**config.mk**
```make
export PLATFORM = sky130hd
export DESIGN_NAME = cap_touch_host_setup
export DESIGN_NICKNAME = d
export VERILOG_FILES = /design/src/rtl/cap_touch_pkg.sv /design/src/rtl/cap_touch_host_setup.sv
export VERILOG_INCLUDE_DIRS = /design/src /design/src/rtl
export SDC_FILE = /design/constraint.sdc
export NUM_CORES = 1
export LEC_CHECK = 0
export BUFFER_PORTS_ARGS = -buffer_cell sky130_fd_sc_hd__buf_2
export CORE_MARGIN = 5
export CORE_UTILIZATION = 59
export DETAILED_ROUTE_END_ITERATION = 16
export PLACE_DENSITY_LB_ADDON = 0.1
export SYNTH_ARGS = -nofsm -noshare
export SYNTH_HDL_FRONTEND = slang
export SYNTH_SLANG_ARGS = --single-unit
export TNS_END_PERCENT = 100
```
**constraint.sdc**
```tcl
create_clock -name mclk_i -period 3.2 [get_ports mclk_i]
set_clock_uncertainty 0.1 [all_clocks]
set_input_delay 0.16 -clock mclk_i [delete_from_list [all_inputs] [get_ports mclk_i]]
set_output_delay 0.16 -clock mclk_i [all_outputs]
set_load 0.005 [all_outputs]
```
**src/rtl/cap_touch_consts.svh**
```systemverilog
// Offsets, field positions, reset values and timing counts of the touch host block
`ifndef CAP_TOUCH_CONSTS_SVH
`define CAP_TOUCH_CONSTS_SVH

`define SETUP_OFF       12'h168
`define ENGRST_OFF      12'h180
`define IRQ_STAT_OFF    12'h184
`define IRQ_MASK_OFF    12'h188
`define PIN_OFF         12'h18c
`define STATUS_OFF      12'h190
`define REPORT_OFF      12'h194

`define SETUP_RESET     32'h0000_0381
`define SETUP_RW_MASK   16'h9fff
`define ENGRST_HOLD_BIT 1
`define FIXED_ADDR      7'h38
`define ADDR_BYTE_W     8'h70
`define ADDR_BYTE_R     8'h71

`define IRQ_REPORT      0
`define IRQ_NACK        1
`define IRQ_SHORT       2
`define IRQ_TOUCH       3

`define CLK_PERIOD_NS   100
`define QUARTER_NS      2500
`define QUARTER_CYC     ((`QUARTER_NS) / (`CLK_PERIOD_NS))
`define PANEL_RST_NS    100000
`define PANEL_RST_CYC   ((`PANEL_RST_NS + `CLK_PERIOD_NS - 1) / `CLK_PERIOD_NS)
`define STARTUP_MS      300
`define STARTUP_CYC     ((`STARTUP_MS * 1000000 + `CLK_PERIOD_NS - 1) / `CLK_PERIOD_NS)
`define INT_PULSE_NS    45000

`endif

```
**src/rtl/cap_touch_pkg.sv**
```systemverilog
// Types shared by the touch host block
package cap_touch_pkg;

	typedef enum {E_HOLD, E_CTPRST, E_BOOT, E_IDLE, E_START, E_BYTE, E_STOP} eng_state_e;

	typedef struct packed {
		logic       resistive;
		logic [1:0] rsv;
		logic       ignore_short;
		logic       low_power;
		logic [6:0] addr;
		logic       family;
		logic       no_startup;
		logic [1:0] sampler;
	} setup_s;

	typedef struct packed {
		logic touch;
		logic short_err;
		logic nack;
		logic report;
	} irq_s;

endpackage : cap_touch_pkg

```
**src/rtl/cap_touch_host_setup.sv**
```systemverilog
// Touch engine: I2C master to a capacitive touch controller, APB registers
//
// Behaviour
// - Fixed-address variant always talks to slave address 0x38.
// - Fixed address goes out as byte 0x70 for write, 0x71 for read.
// - Configurable variant uses setup bits 10..4 as slave address.
// - Setup bit 15: zero capacitive, one resistive engine.
// - Bit 12 ignores a short circuit, bit 11 enables low-power mode.
// - Bit 3 picks the controller family protocol.
// - Bit 2 skips the 300 ms startup; bits 1..0 give sampler clocks.
// - Bits 31..16 and 14..13 are reserved without function.
// - Controller start-up and reads run in hardware, no software help.
// - Interrupt pulses down to 45 us are caught, none lost.
// - Third family interrupts accepted as rising or falling pulses.
// - Only trigger interrupt mode and standard I2C protocol.
//
// Our own choice: register access over APB.
`include "cap_touch_consts.svh"
`timescale 1ns/1ns
`default_nettype none

module cap_touch_host_setup #(
	parameter logic [31:0] SETUP_RESET     = `SETUP_RESET,
	parameter bit          FIXED_ADDR_ONLY = 1'b0,
	parameter int          STARTUP_CYC     = `STARTUP_CYC,
	parameter int          REPORT_BYTES    = 4,
	parameter logic [7:0]  PTR_F0          = 8'h00,
	parameter logic [15:0] PTR_F1          = 16'h0000
) (
	input  wire logic        mclk_i,       // System clock
	input  wire logic        rst_n_i,      // Synchronous reset
	input  wire logic [11:0] paddr_i,      // APB address
	input  wire logic        psel_i,       // APB select
	input  wire logic        penable_i,    // APB enable
	input  wire logic        pwrite_i,     // APB direction
	input  wire logic [31:0] pwdata_i,     // APB write data
	output logic      [31:0] prdata_o,     // APB read data
	output logic             pready_o,     // APB ready
	output logic             pslverr_o,    // APB error
	input  wire logic        scl_i,        // I2C clock level
	output logic             scl_o,        // I2C clock out
	output logic             scl_oe_n_o,   // I2C clock pull low
	input  wire logic        sda_i,        // I2C data level
	output logic             sda_o,        // I2C data out
	output logic             sda_oe_n_o,   // I2C data pull low
	output logic             panel_rst_n_o,   // Controller reset
	input  wire logic        panel_int_i,     // Controller interrupt
	input  wire logic        pin_zero_i,      // General pin level
	output logic             pin_zero_o,      // General pin value
	output logic             pin_zero_oe_n_o, // General pin drive
	output logic             irq_o         // Interrupt request
);

	localparam logic [31:0] RST_CYC  = 32'(`PANEL_RST_CYC);
	localparam logic [7:0]  QTR_CYC  = 8'(`QUARTER_CYC);

	cap_touch_pkg::eng_state_e st;
	cap_touch_pkg::setup_s     setup;
	cap_touch_pkg::setup_s     cfg;
	cap_touch_pkg::irq_s       stat;
	cap_touch_pkg::irq_s       mask;
	cap_touch_pkg::irq_s       ev;
	logic [1:0]  engrst;
	logic [3:0]  pin_s1;
	logic [3:0]  pin_s2;
	logic        scl_s;
	logic        sda_s;
	logic        int_s;
	logic        access;
	logic        wr_go;
	logic [31:0] rd_val;
	logic        rd_ok;
	logic [7:0]  qcnt;
	logic        tick;
	logic [31:0] wcnt;
	logic [1:0]  q;
	logic [3:0]  bitn;
	logic [1:0]  seq;
	logic        rd_phase;
	logic        rx;
	logic [7:0]  sh;
	logic [7:0]  bleft;
	logic [31:0] report;
	logic        short_lock;
	logic        int_lvl;
	logic        int_idle;
	logic [1:0]  fcnt;
	logic        int_flip;
	logic        int_pend;
	logic        ev_int;
	logic        bus_low;
	logic        live;
	logic        ev_report;
	logic        ev_nack;
	logic        ev_short;

	////////////////////////////////////////////////////////////////////////////
	// Pin synchronisers

	always_ff @(posedge mclk_i) begin
		if (!rst_n_i) begin
			pin_s1 <= 4'hf;
			pin_s2 <= 4'hf;
		end else begin
			pin_s1 <= {pin_zero_i, panel_int_i, sda_i, scl_i};
			pin_s2 <= pin_s1;
		end
	end

	assign scl_s   = pin_s2[0];
	assign sda_s   = pin_s2[1];
	assign int_s   = pin_s2[2];
	assign bus_low = !scl_s || !sda_s;
	assign live    = (st != cap_touch_pkg::E_HOLD) && (st != cap_touch_pkg::E_CTPRST)
		&& (st != cap_touch_pkg::E_BOOT);

	////////////////////////////////////////////////////////////////////////////
	// APB slave, one wait state

	assign access = psel_i && penable_i && !pready_o;
	assign wr_go  = psel_i && penable_i && pready_o && pwrite_i;

	always_comb begin
		rd_ok  = 1'b1;
		rd_val = 32'h0000_0000;
		if (paddr_i == `SETUP_OFF) begin
			rd_val = {16'h0000, setup & `SETUP_RW_MASK};
		end else if (paddr_i == `ENGRST_OFF) begin
			rd_val = {30'h0000_0000, engrst};
		end else if (paddr_i == `IRQ_STAT_OFF) begin
			rd_val = {28'h000_0000, stat};
		end else if (paddr_i == `IRQ_MASK_OFF) begin
			rd_val = {28'h000_0000, mask};
		end else if (paddr_i == `PIN_OFF) begin
			rd_val = {29'h0000_0000, pin_s2[3], !pin_zero_oe_n_o, pin_zero_o};
		end else if (paddr_i == `STATUS_OFF) begin
			rd_val = {24'h00_0000, short_lock, int_lvl, int_pend, 1'b0, 4'(st)};
		end else if (paddr_i == `REPORT_OFF) begin
			rd_val = report;
		end else begin
			rd_ok  = 1'b0;
		end
	end

	always_ff @(posedge mclk_i) begin
		if (!rst_n_i) begin
			pready_o  <= 1'b0;
			pslverr_o <= 1'b0;
			prdata_o  <= 32'h0000_0000;
		end else begin
			pready_o  <= access;
			pslverr_o <= access && !rd_ok;
			prdata_o  <= (access && !pwrite_i) ? rd_val : 32'h0000_0000;
		end
	end

	always_ff @(posedge mclk_i) begin
		if (!rst_n_i) begin
			setup        <= SETUP_RESET[15:0];
			engrst       <= 2'h0;
			mask         <= 4'h0;
			pin_zero_o      <= 1'b0;
			pin_zero_oe_n_o <= 1'b1;
		end else if (wr_go) begin
			if (paddr_i == `SETUP_OFF)
				setup <= pwdata_i[15:0] & `SETUP_RW_MASK;
			else if (paddr_i == `ENGRST_OFF)
				engrst <= pwdata_i[1:0];
			else if (paddr_i == `IRQ_MASK_OFF)
				mask <= pwdata_i[3:0];
			else if (paddr_i == `PIN_OFF) begin
				pin_zero_o      <= pwdata_i[0];
				pin_zero_oe_n_o <= !pwdata_i[1];
			end
		end
	end

	////////////////////////////////////////////////////////////////////////////
	// Sticky events, write one to clear; a new event wins

	assign ev = '{touch: ev_int, short_err: ev_short, nack: ev_nack, report: ev_report};

	always_ff @(posedge mclk_i) begin
		if (!rst_n_i) begin
			stat  <= 4'h0;
			irq_o <= 1'b0;
		end else begin
			stat  <= (stat & ~((wr_go && paddr_i == `IRQ_STAT_OFF) ? pwdata_i[3:0] : 4'h0)) | ev;
			irq_o <= |(stat & mask);
		end
	end

	////////////////////////////////////////////////////////////////////////////
	// Interrupt filter and capture

	assign int_flip = (int_s != int_lvl) && (fcnt == cfg.sampler);

	always_ff @(posedge mclk_i) begin
		if (!rst_n_i) begin
			int_lvl  <= 1'b1;
			fcnt     <= 2'h0;
			ev_int   <= 1'b0;
			int_pend <= 1'b0;
		end else begin
			if (int_s == int_lvl)
				fcnt <= 2'h0;
			else if (int_flip) begin
				int_lvl <= int_s;
				fcnt    <= 2'h0;
			end else
				fcnt <= fcnt + 2'h1;
			ev_int <= live && int_flip && (int_s != int_idle);
			if (ev_int)
				int_pend <= 1'b1;
			else if (st == cap_touch_pkg::E_START && !rd_phase && tick && q == 2'h3)
				int_pend <= 1'b0;
		end
	end

	////////////////////////////////////////////////////////////////////////////
	// Quarter-bit timer; low power halves the bus rate

	always_ff @(posedge mclk_i) begin
		if (!rst_n_i) begin
			qcnt <= 8'h00;
			tick <= 1'b0;
		end else if (qcnt == 8'h00) begin
			qcnt <= cfg.low_power ? 8'((QTR_CYC << 1) - 8'h01) : QTR_CYC - 8'h01;
			tick <= 1'b1;
		end else begin
			qcnt <= qcnt - 8'h01;
			tick <= 1'b0;
		end
	end

	function automatic logic [7:0] tx_byte(input logic [1:0] s, input logic [6:0] a);
		logic [7:0] b;
		b = 8'h00;
		case (s)
			2'h0: b = FIXED_ADDR_ONLY ? `ADDR_BYTE_W : {a, 1'b0};
			2'h1: b = PTR_F1[15:8];
			2'h2: b = cfg.family ? PTR_F1[7:0] : PTR_F0;
			default: b = FIXED_ADDR_ONLY ? `ADDR_BYTE_R : {a, 1'b1};
		endcase
		return b;
	endfunction : tx_byte

	////////////////////////////////////////////////////////////////////////////
	// Engine sequencer and I2C bit engine

	always_ff @(posedge mclk_i) begin
		if (!rst_n_i) begin
			st             <= cap_touch_pkg::E_HOLD;
			cfg            <= 16'h0000;
			wcnt           <= 32'h0000_0000;
			q              <= 2'h0;
			bitn           <= 4'h0;
			seq            <= 2'h0;
			rd_phase       <= 1'b0;
			rx             <= 1'b0;
			sh             <= 8'h00;
			bleft          <= 8'h00;
			report         <= 32'h0000_0000;
			scl_oe_n_o     <= 1'b1;
			sda_oe_n_o     <= 1'b1;
			short_lock     <= 1'b0;
			int_idle       <= 1'b1;
			ev_report      <= 1'b0;
			ev_nack        <= 1'b0;
			ev_short       <= 1'b0;
		end else begin
			ev_report <= 1'b0;
			ev_nack   <= 1'b0;
			ev_short  <= 1'b0;
			if (engrst[`ENGRST_HOLD_BIT]) begin
				st         <= cap_touch_pkg::E_HOLD;
				scl_oe_n_o <= 1'b1;
				sda_oe_n_o <= 1'b1;
				short_lock <= 1'b0;
				rx         <= 1'b0;
			end else begin
				case (st)
				cap_touch_pkg::E_HOLD: begin
					cfg  <= setup;
					if (FIXED_ADDR_ONLY)
						cfg.addr <= `FIXED_ADDR;
					wcnt <= RST_CYC;
					st   <= cap_touch_pkg::E_CTPRST;
				end
				cap_touch_pkg::E_CTPRST: begin
					if (wcnt == 32'h1) begin
						wcnt <= cfg.no_startup ? 32'h1 : 32'(STARTUP_CYC);
						st   <= cap_touch_pkg::E_BOOT;
					end else
						wcnt <= wcnt - 32'h1;
				end
				cap_touch_pkg::E_BOOT: begin
					if (wcnt == 32'h1) begin
						int_idle <= int_lvl;
						st       <= cap_touch_pkg::E_IDLE;
					end else
						wcnt <= wcnt - 32'h1;
				end
				cap_touch_pkg::E_IDLE: begin
					if (tick && bus_low && !short_lock && !cfg.ignore_short) begin
						short_lock <= 1'b1;
						ev_short   <= 1'b1;
					end else if (tick && !bus_low && int_pend && !short_lock
						&& !cfg.resistive) begin
						st       <= cap_touch_pkg::E_START;
						q        <= 2'h0;
						rd_phase <= 1'b0;
					end
				end
				cap_touch_pkg::E_START: if (tick) begin
					q <= q + 2'h1;
					case (q)
					2'h0: begin
						sda_oe_n_o <= 1'b1;
						// Repeated start: SCL pulled low in the same tick that SDA is released
						if (rd_phase)
							scl_oe_n_o <= 1'b0;
					end
					2'h1: scl_oe_n_o <= 1'b1;
					2'h2: sda_oe_n_o <= 1'b0;
					default: begin
						scl_oe_n_o <= 1'b0;
						seq        <= rd_phase ? 2'h3 : 2'h0;
						sh         <= tx_byte(rd_phase ? 2'h3 : 2'h0, cfg.addr);
						bitn       <= 4'h0;
						st         <= cap_touch_pkg::E_BYTE;
					end
					endcase
				end
				cap_touch_pkg::E_BYTE: if (tick) begin
					case (q)
					2'h0: begin
						scl_oe_n_o <= 1'b0;
						q          <= 2'h1;
					end
					2'h1: begin
						if (rx)
							sda_oe_n_o <= !(bitn == 4'h8 && bleft != 8'h01);
						else
							sda_oe_n_o <= (bitn == 4'h8) ? 1'b1 : sh[7];
						q <= 2'h2;
					end
					2'h2: begin
						scl_oe_n_o <= 1'b1;
						q          <= 2'h3;
					end
					default: if (scl_s) begin
						q <= 2'h0;
						if (bitn != 4'h8) begin
							sh   <= {sh[6:0], sda_s};
							bitn <= bitn + 4'h1;
						end else if (!rx && sda_s) begin
							ev_nack <= 1'b1;
							st      <= cap_touch_pkg::E_STOP;
						end else if (rx) begin
							report <= {report[23:0], sh};
							bitn   <= 4'h0;
							bleft  <= bleft - 8'h01;
							if (bleft == 8'h01)
								st <= cap_touch_pkg::E_STOP;
						end else if (seq == 2'h0 || seq == 2'h1) begin
							seq  <= (seq == 2'h0 && cfg.family) ? 2'h1 : 2'h2;
							sh   <= tx_byte((seq == 2'h0 && cfg.family) ? 2'h1 : 2'h2, cfg.addr);
							bitn <= 4'h0;
						end else if (seq == 2'h2) begin
							rd_phase <= 1'b1;
							st       <= cap_touch_pkg::E_START;
						end else begin
							rx    <= 1'b1;
							bleft <= 8'(REPORT_BYTES);
							bitn  <= 4'h0;
						end
					end
					endcase
				end
				default: if (tick) begin
					q <= q + 2'h1;
					case (q)
					2'h0: scl_oe_n_o <= 1'b0;
					2'h1: sda_oe_n_o <= 1'b0;
					2'h2: scl_oe_n_o <= 1'b1;
					default: begin
						sda_oe_n_o <= 1'b1;
						ev_report  <= rx;
						rx         <= 1'b0;
						st         <= cap_touch_pkg::E_IDLE;
					end
					endcase
				end
				endcase
			end
		end
	end

	always_ff @(posedge mclk_i) begin
		if (!rst_n_i) begin
			panel_rst_n_o <= 1'b0;
			scl_o         <= 1'b0;
			sda_o         <= 1'b0;
		end else begin
			panel_rst_n_o <= live;
			scl_o         <= 1'b0;
			sda_o         <= 1'b0;
		end
	end

	logic addr_slot;
	assign addr_slot = st == cap_touch_pkg::E_BYTE && bitn == 4'h0 && q == 2'h0 && !rx;
endmodule : cap_touch_host_setup

`default_nettype wire

```
==> results of run 1 <==
[critical path: stages, from the launching register on]
cell and delay (ns):
dfxtp_1 0.36, or4_4 0.56, or3_1 0.52, nor4_4 0.32, or2_1 0.47, a21oi_1 0.08
o221a_2 0.26
[cells in the mapped netlist, types with 15 or more instances]
cell type / instances / area, um2
a21oi_1: 90 / 450
nor4_1: 15 / 93.8
dfxtp_1: 198 / 3960
o21ai_0: 20 / 100
and2_1: 20 / 125
nand2b_1: 18 / 113
nor2_1: 115 / 432
clkbuf_1: 42 / 158
xnor2_1: 21 / 184
nor3_1: 30 / 150
inv_1: 16 / 60.1
mux2i_1: 29 / 290
nand2_1: 150 / 563
[power by group through the flow]
stage	combinational, W	clock [W]	sequential [W]
after floorplan	0.00160	0	0.00283
after global placement	0.00191	0	0.00290
after detailed placement	0.00192	0	0.00290
after CTS	0.00196	0.00214	0.00285
after global routing	0.00219	0.00226	0.00288
final	0.00196	0.00211	0.00285
[worst max-delay path by stage]
stage / from / endpoint / slack (ns)
3_5_place_dp: wcnt[8] / wcnt[15] / 0.42
5_1_grt: wcnt[8] / wcnt[21] / 0.26
4_1_cts: wcnt[8] / wcnt[16] / 0.41
6_report: wcnt[8] / wcnt[16] / 0.41
2_1_floorplan: wcnt[8] / st[1] / 0.73
3_3_place_gp: wcnt[8] / wcnt[18] / 0.48
[flip-flops by register name (all words and copies together), names as in the netlist, 8 cells and up]
name,count
cfg,14
wcnt,32
qcnt,8
report,32
prdata_o,32
bleft,8
sh,8
setup,14
[kinds of logic after synthesis]
logic type	Yosys count
simple gates	444
compound gates	204
flops	198
buf+inv	76
mux	34
xor+xnor	30
fa+ha+maj	13
other cells	1
[area by class of cell]
type,instances,share of cell area [%]
Inverter,17,0.641
Clock inverter,15,1.72
Tap cell,184,2.31
Timing Repair Buffer,117,7.59
Clock buffer,17,4.27
Multi-Input combinational cell,727,43.7
Sequential cell,198,39.8
[timing repair]
action | in CTS | in global routing
setup endpoints to repair | 0 | 0
gates resized for setup | 0 | 0
hold buffers | 20 | 0
hold endpoints to repair | 28 | 0
[metal layers]
layer	share of wire [%]	wire, um	global-route usage [%]
met2	46	9320	36.5
met4	1.6	315	7.33
met3	5.6	1140	5.05
met1	47	9390	32.1
met5	0	0	0
[per-stage QoR]
step	worst slack, ns	power, W
after floorplan	0.733	0.00442
after global placement	0.475	0.00480
after detailed placement	0.418	0.00482
after CTS	0.407	0.00696
after global routing	0.259	0.00734
final	0.411	0.00692
==> results.ini, run 1 <==
[outcome]
outcome = complete, no violations

[sta]
rsz0062_at_grt = false
hold_violations = 0
fin_setup_tns_ns = 0
timing.final.crit_period_ns = 2.79
tightest_slew_ns = 0.809
hold_slack_ns = 0.0367
max_slew_margin_pct = 45.6
setup_viol = 0
max_clock_freq_ghz = 0.359
final_max_slew_viol_count = 0
period_share_pct = 87.2

[cts]
cts_buffers = 17
htree_levels = 4
cts_num_sinks = 198
cts_setup_buffers = 0
path_clk_slew_ns = 0.08
cts.path.max_buffers = 2
cts_tree = done
cts-root-buf = clkbuf_16
clock_latency_ns = 0.43

[routing]
viasPerCell = 5.75
wirelength_um = 20200
drc = 0
dr_total_vias = 7328
wl_per_cell_um = 15.8
drt-initial-drc-count = 542
drt_pass1_iterations = 5
postRouteAntennaNets = 0

[cells_and_area]
final_cell_mix = 198 x dfxtp_1, 150 x nand2_1, 115 x nor2_1, 90 x a21oi_1, 74 x buf_2
final_cells = 1275
n_antenna_cell = 0
layout.nets = 1143
final_util_pct = 68.8
area_growth_pct = 14.9
regArea_um2 = 3960
nFillCells = 1184
design_area_um2 = 9960
multiInputGateArea_um2 = 4350
final_common_cell = dfxtp_1
drive_above_1_share_pct = 16.0

[hold_path]
min_path_cells = 3
min_to = prdata_o[1]
min_path_type = in2reg
hold_path.startpoint = pwrite_i

[synthesis]
synthMuxAreaShare_pct = 4.00
synthAdderAreaFrac_pct = 1.85
netlist_instances = 1000
synth-edff-count = 0
yosysWarnings = 0
synth_top_family_by_area = simple AND/OR/NAND/NOR gates
yosys.area_share.xor_xnor_pct = 3.03
synthSimpleGateAreaFrac_pct = 25.4
synth_cell_types = 79
avgSynthCellArea_um2 = 8.67
synth_seq_area_share_pct = 45.7
synth_ff_type = dfxtp_1
synth_compound_area_share_pct = 15.6
syn_area_um2 = 8670
async_reset_ff_share_pct = 0
ys_ff_latch = 198

[grt]
grt_pass1_wl_um = 33900
antenna_found_initial = 0
grt_usage_pct = 23.2
grt_max_degree = 72
grt_pass1_vias = 6802
grt.overflow.total = 0

[floorplan]
start_util_pct = 59.9
die_h_um = 131
rows = 44
core_area_um2 = 14500
die_w_um = 131
ios = 95
design.die.area_um2 = 17200

[placed_design]
port-buffer-count = 74
place.gp.congestion = 0.872
placed_cell_area_um2 = 9160
dp_cells = 1223
dp_hpwl_um = 14000

[pwr]
power_switching_w = 0.00243
pwr-share-comb_pct = 28.3
vdd_drop_max_uv = 422
swShare_pct = 35.1
clkPwrFrac_pct = 30.5
p_leak_nw = 3.80
power-per-cell-area_nw_per_um2 = 695
intPower_w = 0.00450
seq_power_share_pct = 41.2

[setup_path]
reg2reg_depth = 6
path_class = reg2reg
cp.arrival_ns = 3.01
timing.rr.start = wcnt[8]
required_ns = 3.42
r2r-end = wcnt[16]
r2r_slack_ns = 0.41
path_max_fanout = 14
cp-start-kind = flop
end_kind = flop

[run]
max_cap_viol_count = 0

(Power assumes the default switching activity.)
==> run 2, diff against run 1 <==
- REMOVE_ABC_BUFFERS: not set -> 1
==> results.ini, run 2 (synthesis gave the netlist of run 1 again) <==
[outcome]
outcome = complete, no violations  ; unchanged

[grt]
use_met2_pct = 35.4  ; was 36.5%
grt.overflow.total = 0  ; unchanged
grt_usage_pct = 22.6  ; was 23.2%
grtUsageMet1_pct = 31.1  ; was 32.1%
grt_pass1_vias = 6669  ; was 6802
busiest_layer = met2  ; unchanged
grt_max_degree = 91  ; was 72
grt_pass1_wl_um = 33000  ; was 33900 um
use_met3_pct = 4.93  ; was 5.05%
antenna_found_initial = 0  ; unchanged

[sta]
hold_slack_ns = 0.0389  ; was 0.0367 ns
setup_ws_ns = 0.315  ; was 0.411 ns
final_max_slew_viol_count = 0  ; unchanged
max_clock_freq_ghz = 0.347  ; was 0.359 GHz
max_slew_margin_pct = 36.9  ; was 45.6%
rsz0062_at_grt = false  ; unchanged
hold_violations = 0  ; unchanged
setup_viol = 0  ; unchanged
period_share_pct = 90.2  ; was 87.2%
fin_setup_tns_ns = 0  ; unchanged
tightest_slew_ns = 0.946  ; was 0.809 ns
timing.final.crit_period_ns = 2.89  ; was 2.79 ns

[placed_design]
pre_cts_slack_ns = 0.349  ; was 0.418 ns
port-buffer-count = 74  ; unchanged
dp_cells = 1218  ; was 1223
placed_cell_area_um2 = 9110  ; was 9160 um2
place.gp.congestion = 0.902  ; was 0.872
dp_hpwl_um = 13100  ; was 14000 um

[cells_and_area]
area_growth_pct = 13.9  ; was 14.9%
final_cells = 1270  ; was 1275
final_common_cell = dfxtp_1  ; unchanged
n_antenna_cell = 0  ; unchanged
design_area_um2 = 9870  ; was 9960 um2
nFillCells = 1171  ; was 1184
layout.nets = 1138  ; was 1143
reg_top3 = prdata_o: 32 flops, report: 32 flops, wcnt: 32 flops  ; unchanged
drive_above_1_share_pct = 15.6  ; was 16.0%
final_cell_mix = 198 x dfxtp_1, 150 x nand2_1, 115 x nor2_1, 90 x a21oi_1, 74 x buf_2  ; unchanged

[routing]
drt_pass1_iterations = 6  ; was 5
dr_total_vias = 7257  ; was 7328
wl_per_cell_um = 15.5  ; was 15.8 um
postRouteAntennaNets = 0  ; unchanged
viasPerCell = 5.71  ; was 5.75
drc = 0  ; unchanged
drt-initial-drc-count = 549  ; was 542
wirelength_um = 19700  ; was 20200 um

[cts]
cts_hold_buffers = 20  ; unchanged
clock_latency_ns = 0.44  ; was 0.43 ns
cts_buffers = 17  ; unchanged
cts-root-buf = clkbuf_16  ; unchanged
ctsResizeCount = 0  ; unchanged
cts_setup_buffers = 0  ; unchanged
htree_levels = 4  ; unchanged
path_clk_slew_ns = 0.07  ; was 0.08 ns
cts.path.max_buffers = 2  ; unchanged
cts_num_sinks = 198  ; unchanged
cts_tree = done  ; unchanged

[setup_path]
required_ns = 3.41  ; was 3.42 ns
cp-start-kind = flop  ; unchanged
cp_slowest_stage_delay_ns = 0.57  ; was 0.56 ns
path_delay_family = simple AND/OR/NAND/NOR gates  ; unchanged
cp.arrival_ns = 3.10  ; was 3.01 ns
path_class = reg2reg  ; unchanged
crit_chain = or4_4 -> or3_1 -> nor3_2 -> o31ai_1 -> o21ai_4 -> nor2_1  ; was or4_4 -> or3_1 -> nor4_4 -> or2_1 -> a21oi_1 -> o221a_2
crit_buf_inv = 0  ; unchanged
end_kind = flop  ; unchanged
slowest_stage = or4_4  ; unchanged
path_max_fanout = 17  ; was 14

[floorplan]
core_area_um2 = 14500  ; unchanged
die_w_um = 131  ; unchanged
start_util_pct = 59.9  ; unchanged
design.die.area_um2 = 17200  ; unchanged
ios = 95  ; unchanged
die_h_um = 131  ; unchanged
rows = 44  ; unchanged

[pwr]
vdd_drop_max_uv = 451  ; was 422 uV
p_leak_nw = 3.75  ; was 3.80 nW
power-per-cell-area_nw_per_um2 = 694  ; was 695 nW/um2

[run]
max_cap_viol_count = 0  ; unchanged

[hold_path]
min_path_type = in2reg  ; unchanged

## run 2: cell types whose count changed in the layout (fill, tap and decap cells not counted)
cell        previous run  this run
buf_12                 1         0
buf_4                 22        18
clkbuf_1               0         1
clkbuf_8               0         1
clkinv_4               0         1
clkinv_8               4         0
clkinvlp_4             2         5
inv_6                  4         5
inv_8                  5         2
## run 2: final cells by class
type / instances / area [um2] / area share (%)
clock inverter: 13 / 113 / 1.14
tap: 184 / 230 / 2.33
clock buffer: 19 / 443 / 4.49
timing repair buffer: 112 / 706 / 7.15
multi-input combinational: 727 / 4350 / 44.1
inverter: 17 / 63.8 / 0.647
sequential: 198 / 3960 / 40.2
## run 2: worst min-delay path, delay by kind of cell
kind / cells / cell delay [ns]
AND/OR/NAND/NOR: 1 / 0.06
AO/OA/AOI/OAI: 1 / 0.14
buffers and inverters: 1 / 0.17
## run 2: per-layer routing
metal | up-vias | part of all wire (%)
met3 | 29 | 4.9
met1 | 3384 | 48
met4 | 0 | 2.0
met5 | - | 0
met2 | 200 | 45
li1 | 3644 | -
## run 2: final timing paths
check	cells past startpoint	from	slack (ns)	end
max	6	wcnt[8]	0.31	wcnt[30]
min	3	paddr_i[3]	0.04	pslverr_o
max reg2reg	6	wcnt[8]	0.31	wcnt[30]
min reg2reg	1	pin_s1[2]	0.31	pin_s2[2]
## run 2: report_power, final
group          internal (W)  switching [W]
combinational      0.000781        0.00120
sequential          0.00265       0.000191
clock               0.00104       0.000992
## run 2: metrics by stage
stage	total power (W)	utilization, %
after floorplan	0.00427	-
after global placement	0.00479	62.9
after detailed placement	0.00482	62.9
after CTS	0.00686	68.2
after global routing	0.00723	68.2
final	0.00685	68.2
==> run 3, diff against run 2 <==
- CORE_MARGIN: 5 -> 8
- CORE_UTILIZATION: 59 -> 53
- clock period: 3.2 -> 2.4 ns (I/O delays scaled with it)
==> results.ini, run 3 (synthesis gave the netlist of run 1 again) <==
[outcome]
outcome = finished, violations left  ; was complete, no violations
violations = negative setup slack

[grt]
grt_pass1_vias = 6900  ; was 6669
grt_pass1_wl_um = 34800  ; was 33000 um
grt_usage_pct = 21.0  ; was 22.6%
grt_max_degree = 91  ; unchanged
antenna_found_initial = 0  ; unchanged
grt.overflow.total = 0  ; unchanged

[routing]
viasPerCell = 5.51  ; was 5.71
drt_pass1_iterations = 5  ; was 6
dr_total_vias = 7493  ; was 7257
wirelength_um = 21600  ; was 19700 um
drc = 0  ; unchanged
postRouteAntennaNets = 0  ; unchanged
drt-initial-drc-count = 551  ; was 549
wl_per_cell_um = 15.9  ; was 15.5 um

[setup_path]
crit_chain = or4_4 -> or3_4 -> or3_4 -> a211o_1 -> nor2_1 -> a211oi_2  ; was or4_4 -> or3_1 -> nor3_2 -> o31ai_1 -> o21ai_4 -> nor2_1
path_max_fanout = 6  ; was 17
cp-start-kind = flop  ; unchanged
timing.rr.start = wcnt[8]  ; unchanged
startpoint = wcnt[8]  ; unchanged
slowest_stage = or4_4  ; unchanged
crit_buf_inv = 0  ; unchanged
path_class = reg2reg  ; unchanged
end_kind = flop  ; unchanged
path_delay_family = simple AND/OR/NAND/NOR gates  ; unchanged
cp_slowest_stage_delay_ns = 0.53  ; was 0.57 ns
required_ns = 2.61  ; was 3.41 ns
crit_top_cell = or3_4
cp.arrival_ns = 2.69  ; was 3.10 ns

[cts]
cts.path.max_buffers = 2  ; unchanged
cts_tree = done  ; unchanged
cts_buffers = 17  ; unchanged
path_clk_slew_ns = 0.08  ; was 0.07 ns
htree_levels = 4  ; unchanged
cts-root-buf = clkbuf_16  ; unchanged
cts_num_sinks = 198  ; unchanged
clock_latency_ns = 0.44  ; about the same

[sta]
setup_ws_ns = -0.0816  ; was 0.315 ns
period_share_pct = 103  ; was 90.2%
tightest_slew_ns = 0.504  ; was 0.946 ns
setup_viol = 12  ; was 0
final_max_slew_viol_count = 0  ; unchanged
timing.final.crit_period_ns = 2.48  ; was 2.89 ns
max_slew_margin_pct = 66.4  ; was 36.9%
max_clock_freq_ghz = 0.403  ; was 0.347 GHz
hold_violations = 0  ; unchanged
rsz0062_at_grt = true  ; was false

[cells_and_area]
reg_top3 = prdata_o: 32 flops, report: 32 flops, wcnt: 32 flops  ; unchanged
area_growth_pct = 22.5  ; was 13.9%
drive_above_1_share_pct = 21.5  ; was 15.6%
layout.nets = 1196  ; was 1138
design_area_um2 = 10600  ; was 9870 um2
n_antenna_cell = 0  ; unchanged
final_common_cell = dfxtp_1  ; unchanged
final_util_pct = 66.6  ; was 68.2%
final_cell_mix = 196 x dfxtp_1, 148 x nand2_1, 113 x nor2_1, 85 x a21oi_1, 74 x buf_2  ; was 198 x dfxtp_1, 150 x nand2_1, 115 x nor2_1, 90 x a21oi_1, 74 x buf_2

[pwr]
power-per-cell-area_nw_per_um2 = 960  ; was 694 nW/um2
total_power_w = 0.0102  ; was 0.00685 W
p_leak_nw = 4.12  ; was 3.75 nW
vdd_drop_max_uv = 711  ; was 451 uV

[floorplan]
core_area_um2 = 15900  ; was 14500 um2
start_util_pct = 54.4  ; was 59.9%
ios = 95  ; unchanged
die_w_um = 144  ; was 131 um
design.die.area_um2 = 20700  ; was 17200 um2
rows = 46  ; was 44
die_h_um = 144  ; was 131 um

[placed_design]
dp_hpwl_um = 14400  ; was 13100 um
pre_cts_slack_ns = -0.122  ; was 0.349 ns
placed_cell_area_um2 = 9540  ; was 9110 um2
place.gp.congestion = 0.893  ; was 0.902
port-buffer-count = 74  ; unchanged

[run]
max_cap_viol_count = 0  ; unchanged

[hold_path]
min_path_type = in2reg  ; unchanged
hold_path.startpoint = paddr_i[4]  ; was paddr_i[3]

run 3: cell type report:
cell class | count | area (um2)
multi-input cells | 727 | 4470
well taps | 216 | 270
inverters | 17 | 63.8
fillers | 1339 | 5330
flip-flops and latches | 198 | 3970
repair buffers | 170 | 1210
clock inverters | 15 | 208
clock buffers | 17 | 425
run 3: through the flow:
step,setup TNS [ns],hold WS (ns),cells
finish,-0.417,0.0303,1360
global route,-2.28,0.0513,1360
CTS,-0.164,0.00497,1352
detailed placement,-1.12,0.205,1296
global placement,-0.432,0.200,1296
floorplan,-40.22,0.0819,942
run 3: routing by layer:
layer / vias to the layer above / global-route usage [%] / share of wire [%]
met3: 27 / 4.61 / 6.3
met2: 219 / 32.8 / 45
met4: 0 / 6.20 / 1.4
li1: 3755 / - / -
met5: - / 0 / 0
met1: 3492 / 28.3 / 47
run 3: path summary, 6_finish.rpt:
kind | slack, ns | to | cells after the start
worst max-delay path | -0.08 | st[0] | 6
worst min-delay path | 0.03 | pslverr_o | 3
worst max register to register | -0.08 | st[0] | 6
worst min register to register | 0.31 | pin_s2[0] | 1
run 3: worst min-delay path, cell delays in order:
cell and delay (ns):
buf_2 0.18, a21oi_1 0.17, nor3_1 0.05
run 3: report_power, final:
part           switching (W)  leakage (nW)  total [W]  internal [W]
logic                0.00192          2.21    0.00346       0.00154
clock network        0.00151         0.306    0.00297       0.00146
registers           0.000232          1.60    0.00376       0.00353
run 3: what timing repair did:
item,in CTS,in global routing
hold endpoints to repair,37,0
gates cloned,0,1
endpoints found under the setup margin,32,32
setup buffers,1,7
pin swaps,2,21
gates resized for setup,7,30
hold buffers,23,0
